## src/logic/cse_evt_map.svh

```systemverilog
// Purpose: offsets, field positions, event codes and reset values of the sleep event block
// Assumes: included by bare name wherever a constant is needed
// Notes:   definitions only
`ifndef CSE_EVT_MAP_SVH
`define CSE_EVT_MAP_SVH

// ==========================================================
// register offsets (byte addresses, 32-bit words)
`define CSE_OFS_CTRL0     8'h00
`define CSE_OFS_CTRL1     8'h04
`define CSE_OFS_CTRL2     8'h08
`define CSE_OFS_CTRL3     8'h0c
`define CSE_OFS_COUNT0    8'h10
`define CSE_OFS_COUNT1    8'h14
`define CSE_OFS_COUNT2    8'h18
`define CSE_OFS_COUNT3    8'h1c
`define CSE_OFS_FILTER    8'h20
`define CSE_OFS_STATUS    8'h24

// ==========================================================
// control register fields
`define CSE_CTRL_CODE_HI  7
`define CSE_CTRL_CODE_LO  0
`define CSE_CTRL_EXT_BIT  21
`define CSE_CTRL_EN_BIT   22
`define CSE_FILT_HI       7
`define CSE_FILT_LO       0

// ==========================================================
// word select field of the byte address, four banked words
`define CSE_SEL_HI        3
`define CSE_SEL_LO        2

// ==========================================================
// reset values
`define CSE_RST_CODE      8'h00
`define CSE_RST_FILTER    8'h00
`define CSE_RST_COUNT     32'h0000_0000
`define CSE_RD_ZERO       32'h0000_0000

// ==========================================================
// event codes
`define CSE_CODE_TRANS_C4 8'h74
`define CSE_CODE_TRANS_C9 8'h79
`define CSE_CODE_REJ_C0   8'h17
`define CSE_CODE_REJ_C9   8'h20
`define CSE_CODE_REJ_C10  8'h21
`define CSE_CODE_REJ_C14  8'h25
`define CSE_CODE_DEM_C0   8'h1e
`define CSE_FILT_DEM_BIT  0

// ==========================================================
// clock figures: counting clock and the rate it stands in for
`define CSE_CLK_MHZ       250
`define CSE_PCLK_MHZ      800

`endif

```

## src/logic/cse_pkg.sv

```systemverilog
// Purpose: shared types of the sleep event block
// Assumes: constants live in cse_evt_map.svh
// Notes:   types only
package cse_pkg;
  typedef logic [31:0] cse_word_type;

  typedef struct packed {
    logic       en;
    logic       ext;
    logic [7:0] code;
  } cse_ctrl_type;

  // deep-sleep request tracker, one per core
  typedef enum logic [1:0] {
    DLY_IDLE = 2'b01,
    DLY_WAIT = 2'b10
  } cse_dly_type;
endpackage : cse_pkg

```

## src/logic/cse_cnt_if.sv

```systemverilog
// Purpose: carries control, events and count between the top and one counter slice
// Assumes: one instance per general counter
// Notes:   no clocking block
`timescale 1ns/1ns
interface cse_cnt_if;
  cse_pkg::cse_ctrl_type ctrl;
  logic                  load;
  cse_pkg::cse_word_type loadVal;
  logic [5:0]            transEvt;
  logic [14:0]           rejEvt;
  logic                  demEvt;
  cse_pkg::cse_word_type count;

  modport top   (output ctrl, load, loadVal, transEvt, rejEvt, demEvt, input count);
  modport slice (input ctrl, load, loadVal, transEvt, rejEvt, demEvt, output count);
endinterface : cse_cnt_if

```

## src/logic/cse_counter.sv

```systemverilog
// Purpose: one general counter: selects an event by code and accumulates it
// Assumes: event inputs are one-bit per cycle, synchronous to ref_clk
// Notes:   at most one increment per cycle
`timescale 1ns/1ns
`include "cse_evt_map.svh"
module cse_counter (
  input  wire logic  ref_clk,  // counting clock
  input  wire logic  nrst,     // async reset, active low
  cse_cnt_if.slice   bus       // control in, count out
);
  logic                  selEvt;
  cse_pkg::cse_word_type count;
  cse_pkg::cse_word_type next_count;

  // ==========================================================
  // event select
  // decode of code plus extra bit; codes overlap so ext must split them
  always_comb
  begin
    selEvt = 1'b0;
    if (bus.ctrl.ext)
    begin
      if (bus.ctrl.code >= `CSE_CODE_REJ_C0 && bus.ctrl.code <= `CSE_CODE_REJ_C9)
        selEvt = bus.rejEvt[4'(bus.ctrl.code - `CSE_CODE_REJ_C0)];
      else if (bus.ctrl.code >= `CSE_CODE_REJ_C10 && bus.ctrl.code <= `CSE_CODE_REJ_C14)
        selEvt = bus.rejEvt[4'(bus.ctrl.code - `CSE_CODE_REJ_C0)];
    end
    else
    begin
      if (bus.ctrl.code >= `CSE_CODE_TRANS_C4 && bus.ctrl.code <= `CSE_CODE_TRANS_C9)
        selEvt = bus.transEvt[3'(bus.ctrl.code - `CSE_CODE_TRANS_C4)];
      else if (bus.ctrl.code == `CSE_CODE_DEM_C0)
        selEvt = bus.demEvt;
    end
  end

  // ==========================================================
  // accumulate
  // a software load wins over a same-cycle increment
  always_comb
  begin
    next_count = count;
    if (bus.load)
      next_count = bus.loadVal;
    else if (bus.ctrl.en && selEvt)
      next_count = count + 32'h0000_0001;
  end

  always_ff @(posedge ref_clk or negedge nrst)
  begin
    if (!nrst)
      count <= `CSE_RST_COUNT;
    else
      count <= next_count;
  end

  assign bus.count = count;
endmodule : cse_counter

```

## src/logic/cse_sleep_events.sv

```systemverilog
// Purpose: per-core sleep-state event sources feeding four general counters
// Assumes: sequencer inputs are synchronous to ref_clk; plain register port
// Notes:   counting clock here is ref_clk; see map for the nominal rate
`timescale 1ns/1ns
`include "cse_evt_map.svh"
module cse_sleep_events (
  input  wire logic        ref_clk,    // counting clock
  input  wire logic        nrst,       // async reset, active low
  input  wire logic [7:0]  regAddr,    // register byte address
  input  wire logic [31:0] regWdata,   // write data
  input  wire logic        regWr,      // write strobe
  input  wire logic        regRd,      // read strobe
  output logic      [31:0] regRdata,   // read data, cycle after regRd
  input  wire logic [5:0]  seqBusy,    // cores 4..9 sequencer in transition
  input  wire logic [5:0]  fvChange,   // cores 4..9 frequency/voltage step
  input  wire logic [14:0] deepReq,    // cores 0..14 deep sleep request pulse
  input  wire logic [14:0] wakeEvt,    // cores 0..14 wake event pulse
  input  wire logic [14:0] timerDone,  // cores 0..14 delay timer expired
  input  wire logic        demote0     // core 0 sleep demotion pulse
);
  // ==========================================================
  // declarations
  cse_pkg::cse_ctrl_type ctrl      [4];
  cse_pkg::cse_ctrl_type next_ctrl [4];
  logic [7:0]            filter;
  logic [7:0]            next_filter;
  cse_pkg::cse_word_type rdData;
  cse_pkg::cse_word_type next_rdData;
  cse_pkg::cse_dly_type  dly       [15];
  cse_pkg::cse_dly_type  next_dly  [15];
  logic [14:0]           rejPulse;
  logic [14:0]           next_rejPulse;
  logic [5:0]            transEvt;
  logic                  demEvt;
  logic [3:0]            loadSel;
  logic [1:0]            regSel;
  cse_pkg::cse_word_type countVal  [4];

  cse_cnt_if cnt [4] ();

  // ==========================================================
  // register word select
  // one decode of the word index serves write, load and read, so the three
  // paths can never disagree on which counter or control word is meant
  assign regSel = regAddr[`CSE_SEL_HI:`CSE_SEL_LO];

  // ==========================================================
  // per-core transition cycle events
  // a core busy with a sequence and a step at once counts nothing that cycle
  // mask out frequency and voltage steps
  // bit i looks at core i+4 only
  assign transEvt = seqBusy & ~fvChange;

  assign demEvt = demote0 & filter[`CSE_FILT_DEM_BIT];

  // ==========================================================
  // deep-sleep rejection trackers
  // a new request while waiting just restarts the wait; a wake and an expiry
  // in the same cycle is an entry, not a rejection, since the timer made it
  // limitation: a request beside a wake or expiry while waiting is dropped;
  // the sequencer is assumed never to raise both for one core at once
  always_comb
  begin
    next_rejPulse = '0;
    for (int i = 0; i < 15; i++)
    begin
      next_dly[i] = dly[i];
      unique case (dly[i])
        cse_pkg::DLY_IDLE:
        begin
          if (deepReq[i])
            next_dly[i] = cse_pkg::DLY_WAIT;
        end
        cse_pkg::DLY_WAIT:
        begin
          if (timerDone[i])
            next_dly[i] = cse_pkg::DLY_IDLE;
          else if (wakeEvt[i])
          begin
            next_dly[i]      = cse_pkg::DLY_IDLE;
            next_rejPulse[i] = 1'b1;
          end
        end
        // an illegal code, say from an upset, falls back to idle uncounted
        default:
          next_dly[i] = cse_pkg::DLY_IDLE;
      endcase
    end
  end

  always_ff @(posedge ref_clk or negedge nrst)
  begin
    if (!nrst)
    begin
      rejPulse <= '0;
      for (int i = 0; i < 15; i++)
        dly[i] <= cse_pkg::DLY_IDLE;
    end
    else
    begin
      rejPulse <= next_rejPulse;
      for (int i = 0; i < 15; i++)
        dly[i] <= next_dly[i];
    end
  end

  // ==========================================================
  // register writes
  // the status word is read only, so a write to it falls into the default
  // and is dropped like any unmapped write
  always_comb
  begin
    next_filter = filter;
    loadSel     = '0;
    for (int k = 0; k < 4; k++)
      next_ctrl[k] = ctrl[k];
    if (regWr)
    begin
      unique case (regAddr)
        `CSE_OFS_CTRL0, `CSE_OFS_CTRL1, `CSE_OFS_CTRL2, `CSE_OFS_CTRL3:
        begin
          next_ctrl[regSel].code = regWdata[`CSE_CTRL_CODE_HI:`CSE_CTRL_CODE_LO];
          next_ctrl[regSel].ext  = regWdata[`CSE_CTRL_EXT_BIT];
          next_ctrl[regSel].en   = regWdata[`CSE_CTRL_EN_BIT];
        end
        // a load beats the increment of the same edge inside the slice
        `CSE_OFS_COUNT0, `CSE_OFS_COUNT1, `CSE_OFS_COUNT2, `CSE_OFS_COUNT3:
          loadSel[regSel] = 1'b1;
        `CSE_OFS_FILTER:
          next_filter = regWdata[`CSE_FILT_HI:`CSE_FILT_LO];
        default:
          next_filter = filter;
      endcase
    end
  end

  // ==========================================================
  // register reads, registered one cycle; unmapped reads zero
  // a count read returns the value before this edge's increment, so software
  // always sees a figure one cycle old; that is the price of registered data
  always_comb
  begin
    next_rdData = `CSE_RD_ZERO;
    if (regRd)
    begin
      unique case (regAddr)
        `CSE_OFS_CTRL0, `CSE_OFS_CTRL1, `CSE_OFS_CTRL2, `CSE_OFS_CTRL3:
        begin
          next_rdData[`CSE_CTRL_CODE_HI:`CSE_CTRL_CODE_LO] = ctrl[regSel].code;
          next_rdData[`CSE_CTRL_EXT_BIT]                   = ctrl[regSel].ext;
          next_rdData[`CSE_CTRL_EN_BIT]                    = ctrl[regSel].en;
        end
        `CSE_OFS_COUNT0, `CSE_OFS_COUNT1, `CSE_OFS_COUNT2, `CSE_OFS_COUNT3:
          next_rdData = countVal[regSel];
        `CSE_OFS_FILTER:
          next_rdData[`CSE_FILT_HI:`CSE_FILT_LO] = filter;
        `CSE_OFS_STATUS:
          for (int i = 0; i < 15; i++)
            next_rdData[i] = (dly[i] == cse_pkg::DLY_WAIT);
        default:
          next_rdData = `CSE_RD_ZERO;
      endcase
    end
  end

  always_ff @(posedge ref_clk or negedge nrst)
  begin
    if (!nrst)
    begin
      filter <= `CSE_RST_FILTER;
      rdData <= `CSE_RD_ZERO;
      // control words clear to disabled, so no counter runs before setup
      for (int k = 0; k < 4; k++)
        ctrl[k] <= '{en: 1'b0, ext: 1'b0, code: `CSE_RST_CODE};
    end
    else
    begin
      filter <= next_filter;
      rdData <= next_rdData;
      for (int k = 0; k < 4; k++)
        ctrl[k] <= next_ctrl[k];
    end
  end

  assign regRdata = rdData;

  // ==========================================================
  // four general counters
  // each slice sees every event and picks one by its own control word, so
  // two counters may watch the same event with no arbitration between them
  // every event reachable from each of counters 0..3
  // counts advance on ref_clk, the fixed counting clock
  for (genvar k = 0; k < 4; k++)
  begin : gCnt
    assign cnt[k].ctrl     = ctrl[k];
    assign cnt[k].load     = loadSel[k];
    assign cnt[k].loadVal  = regWdata;
    assign cnt[k].transEvt = transEvt;
    assign cnt[k].rejEvt   = rejPulse;
    assign cnt[k].demEvt   = demEvt;
    assign countVal[k]     = cnt[k].count;

    cse_counter uCnt (
      .ref_clk (ref_clk),
      .nrst    (nrst),
      .bus     (cnt[k].slice)
    );
  end
endmodule : cse_sleep_events

```

## config.mk

```make
export PLATFORM = sky130hd
export DESIGN_NAME = cse_sleep_events
export DESIGN_NICKNAME = d
export VERILOG_FILES = /design/src/logic/cse_pkg.sv /design/src/logic/cse_cnt_if.sv /design/src/logic/cse_counter.sv /design/src/logic/cse_sleep_events.sv
export VERILOG_INCLUDE_DIRS = /design/src /design/src/logic
export SDC_FILE = /design/constraint.sdc
export NUM_CORES = 1
export LEC_CHECK = 0
export BUFFER_PORTS_ARGS = -buffer_cell sky130_fd_sc_hd__buf_2
export CORE_MARGIN = 4
export CORE_UTILIZATION = 62
export CTS_BUF_LIST = sky130_fd_sc_hd__clkbuf_8
export DETAILED_ROUTE_END_ITERATION = 10
export GPL_TIMING_DRIVEN = 0
export PLACE_DENSITY = 0.86
export REMOVE_ABC_BUFFERS = 1
export SLEW_MARGIN = 20
export SYNTH_ARGS = -nofsm -noshare
export SYNTH_HDL_FRONTEND = slang
export SYNTH_SLANG_ARGS = --single-unit
```

## constraint.sdc

```tcl
create_clock -name ref_clk -period 3.9 [get_ports ref_clk]
set_input_delay 0.78 -clock ref_clk [delete_from_list [all_inputs] [get_ports ref_clk]]
set_output_delay 0.78 -clock ref_clk [all_outputs]
set_load 0.02 [all_outputs]
```

==> reports/metrics.cfg <==
[finish]
final_layout_size_suffix_gt1_share_pct=25.0
nets=1711
final_cell_area_mm2=0.0172
fin_util_pct=70.9
fin_cells=1942
synthToLayoutAreaGrowth_pct=13.1
diodes=0

[routing]
totalWireLength_um=45600
avgViaCountPerCell=6.85
antenna_left=0
route.detailed.drc=0
drtPass1Iterations=6
via_count=13300
first_iter_violations=1687
wl_per_cell_um=23.5

[logic_synthesis]
synth-edff-count=0
async_flop_share_pct=100
ys_seq_area_share_pct=41.8
ys_top_cells_by_area=dfrtp_1 (39%), mux4_2 (8.4%), xnor2_1 (5.1%), nand2_1 (4.0%), mux2_2 (3.9%)
syn_area_mm2=0.0152
syn_inst=1481
yosysWarnings=0
ys_seq_elements=253
synthDominantCellAreaShare_pct=39.2
synth-main-ff-cell=dfrtp_1
syn_area_per_cell_um2=10.3
synth.distinct_cells=76
yosysTopAreaCell=dfrtp_1

[clocking]
cts_buffers=43
clk_pin_slew_ps=60
cts_buffer_depth=3
hold_buffers=0
htree_levels=2
clkLatencyLatePin_ps=570
clock_sinks=253
root_buffer=clkbuf_8
tritoncts=yes

[global_route]
grt_pass1_vias=12900
overflow=0
grt_max_degree=100
grtUsageTotal_pct=33.5
grt_pass1_wl_um=70500
antenna_found_initial=1

[timing]
fin_crit_sh_pct=96.5
slew_viol_final=0
rsz0062_at_grt=false
fin_crit_ps=3760
fin_worst_skew_ps=24.2
tightest_slew_ps=1120
fmax_mhz=266
whs_ps=126
slew_headroom_pct=25.1
hold_viol_final=0
tns_ps=0
finalSetupViolCount=0

[worst_setup_path]
crit_required_ps=4380
worstPathCellList=inv_1 > ha_1 > or3b_2 > a21oi_1 > o21a_1 > a311oi_4 > o21ai_2 > or4_1 > a31oi_1
critPathTopFamily=compound AO/OA/AOI/OAI gates
critPathMaxStageDelay_ps=700
crit_arrival_ps=4240
critPathSlowestCell=dfrtp_1
end_kind=flop
worstSetupPathType=flop to flop
cp_max_fo=20
critPathLaunchType=flop
crit_buf_inv=1

[floorplan]
dieWidth_um=165
num_rows=57
initial_core_util_pct=62.7
core_mm2=0.0242
die_h_um=165
dieArea_mm2=0.0271
io_pins=134

[placement]
dpl-instance-area_mm2=0.0162
gp_congestion=0.961
placedCellCount=1863
dp_hpwl_um=31900
io_buffers=133

[power]
p_leak_nw=6.92
ir_drop_v=0.000218
powerDensity_mw_per_mm2=373

[hold_path]
hold_path_class=input port to async pin

[flow_run]
cap_violations=0

[status]
status=completed

## cell usage after synthesis (all sizes together) (27+ instances only)
master and number:
clkbuf 53, buf 40, o21ai 120, nand2 163
a21oi 33, nor4 40, xnor2 89, nand4 27
and3 37, mux4 59, a31oi 29, dfrtp 238
nor2 64, inv 46, mux2 52, nand3 66
## sequential cells by signal, indices dropped and copies added, names as in the netlist
register             cells
gCnt.uCnt.bus.count    128
cnt.ctrl                40
regRdata                32
dly                     30
cnt.rejEvt              15
filter                   8
## worst reg2reg max path: cells and delay by family, from the launching register on
family / cells / cell delay (ps)
fa+ha+maj: 1 / 270
buf+inv: 1 / 210
flops: 1 / 700
simple gates: 2 / 830
compound gates: 5 / 1670
## logic make-up (layout without fill, tap and decap cells)
family / Yosys count / after routing / synth area share, %
buf+inv: 139 / 276 / 4.02
mux: 130 / 130 / 13.9
xor+xnor: 101 / 101 / 5.82
compound gates: 272 / 272 / 11.7
fa+ha+maj: 24 / 24 / 1.98
flops: 253 / 253 / 41.8
simple gates: 562 / 562 / 20.8
## worst paths after layout
| kind | from | end | slack [ps] | cells after the start |
|---|---|---|---|---|
| setup / recovery | cnt[0].ctrl[0] | gCnt[0].uCnt.bus.count[13] | 140 | 9 |
| hold / removal | nrst | regRdata[29] | 130 | 1 |
| setup reg to reg | cnt[0].ctrl[0] | gCnt[0].uCnt.bus.count[13] | 140 | 9 |
| hold reg to reg | filter[3] | filter[3] | 520 | 1 |
| max in group asynchronous | nrst | dly[6] | 2430 | 3 |
| min in group ref_clk | timerDone[13] | cnt[0].rejEvt[13] | 400 | 2 |
## layer usage
| metal | routed length [um] | global-route usage [%] |
|---|---|---|
| met3 | 5490 | 7.86 |
| met5 | 8 | 0 |
| met2 | 20700 | 51.5 |
| met1 | 17200 | 45.7 |
| met4 | 2240 | 15.2 |
## where the power goes
group          internal, mW  switching, mW  total, mW
Clock                  1.48           1.13       2.62
Sequential             2.80          0.207       3.01
Combinational         0.350          0.429      0.779
Total                  4.64           1.77       6.41
## per-stage QoR
step           total power, mW  setup WS (ps)
2_1_floorplan             3.44           -775
3_3_place_gp              3.74          -2660
3_5_place_dp              3.80           -631
4_1_cts                   6.40           52.9
5_1_grt                   6.64           18.8
6_report                  6.41            137
## final cells by class
| type | count | area, um2 |
|---|---|---|
| Multi-Input combinational cell | 1089 | 8330 |
| Fill cell | 1710 | 7050 |
| Sequential cell | 253 | 6350 |
| Timing Repair Buffer | 152 | 998 |
| Clock buffer | 52 | 716 |
| Tap cell | 324 | 405 |
| Clock inverter | 26 | 229 |
| Inverter | 46 | 173 |
## what timing repair did
| item | in CTS | in global routing |
|---|---|---|
| setup endpoints to repair | 15 | 11 |
| resized for setup | 1 | 2 |
| setup buffers | 0 | 0 |
## cell usage in the layout, fill, tap and decap left out, types with 5 or more instances in the layout
master and instances:
dfrtp_1 237, nand2_1 163, buf_2 130, xnor2_1 89, o21ai_0 83, nand3_1 65
nor2_1 61, inv_1 57, mux4_2 57, mux2_2 52, clkbuf_8 52, and3_1 36
o21ai_1 36, a21oi_1 33, a31oi_1 29, nand4_1 26, o31ai_1 24, ha_1 24
nor3b_1 22, nand2b_1 21, nor4_1 20, nor4_2 20, or4_1 19, mux2i_1 18
or3_1 18, nand3b_1 17, nor3_1 16, nor2b_1 15, dfstp_2 15, xor2_1 12
o211ai_1 9, buf_4 8, a211oi_1 7, and4_1 7, clkinv_2 7, a2111oi_2 6
buf_16 6, nor4b_2 5, o31a_1 5
No activity file was read; power rests on OpenSTA's default activity.
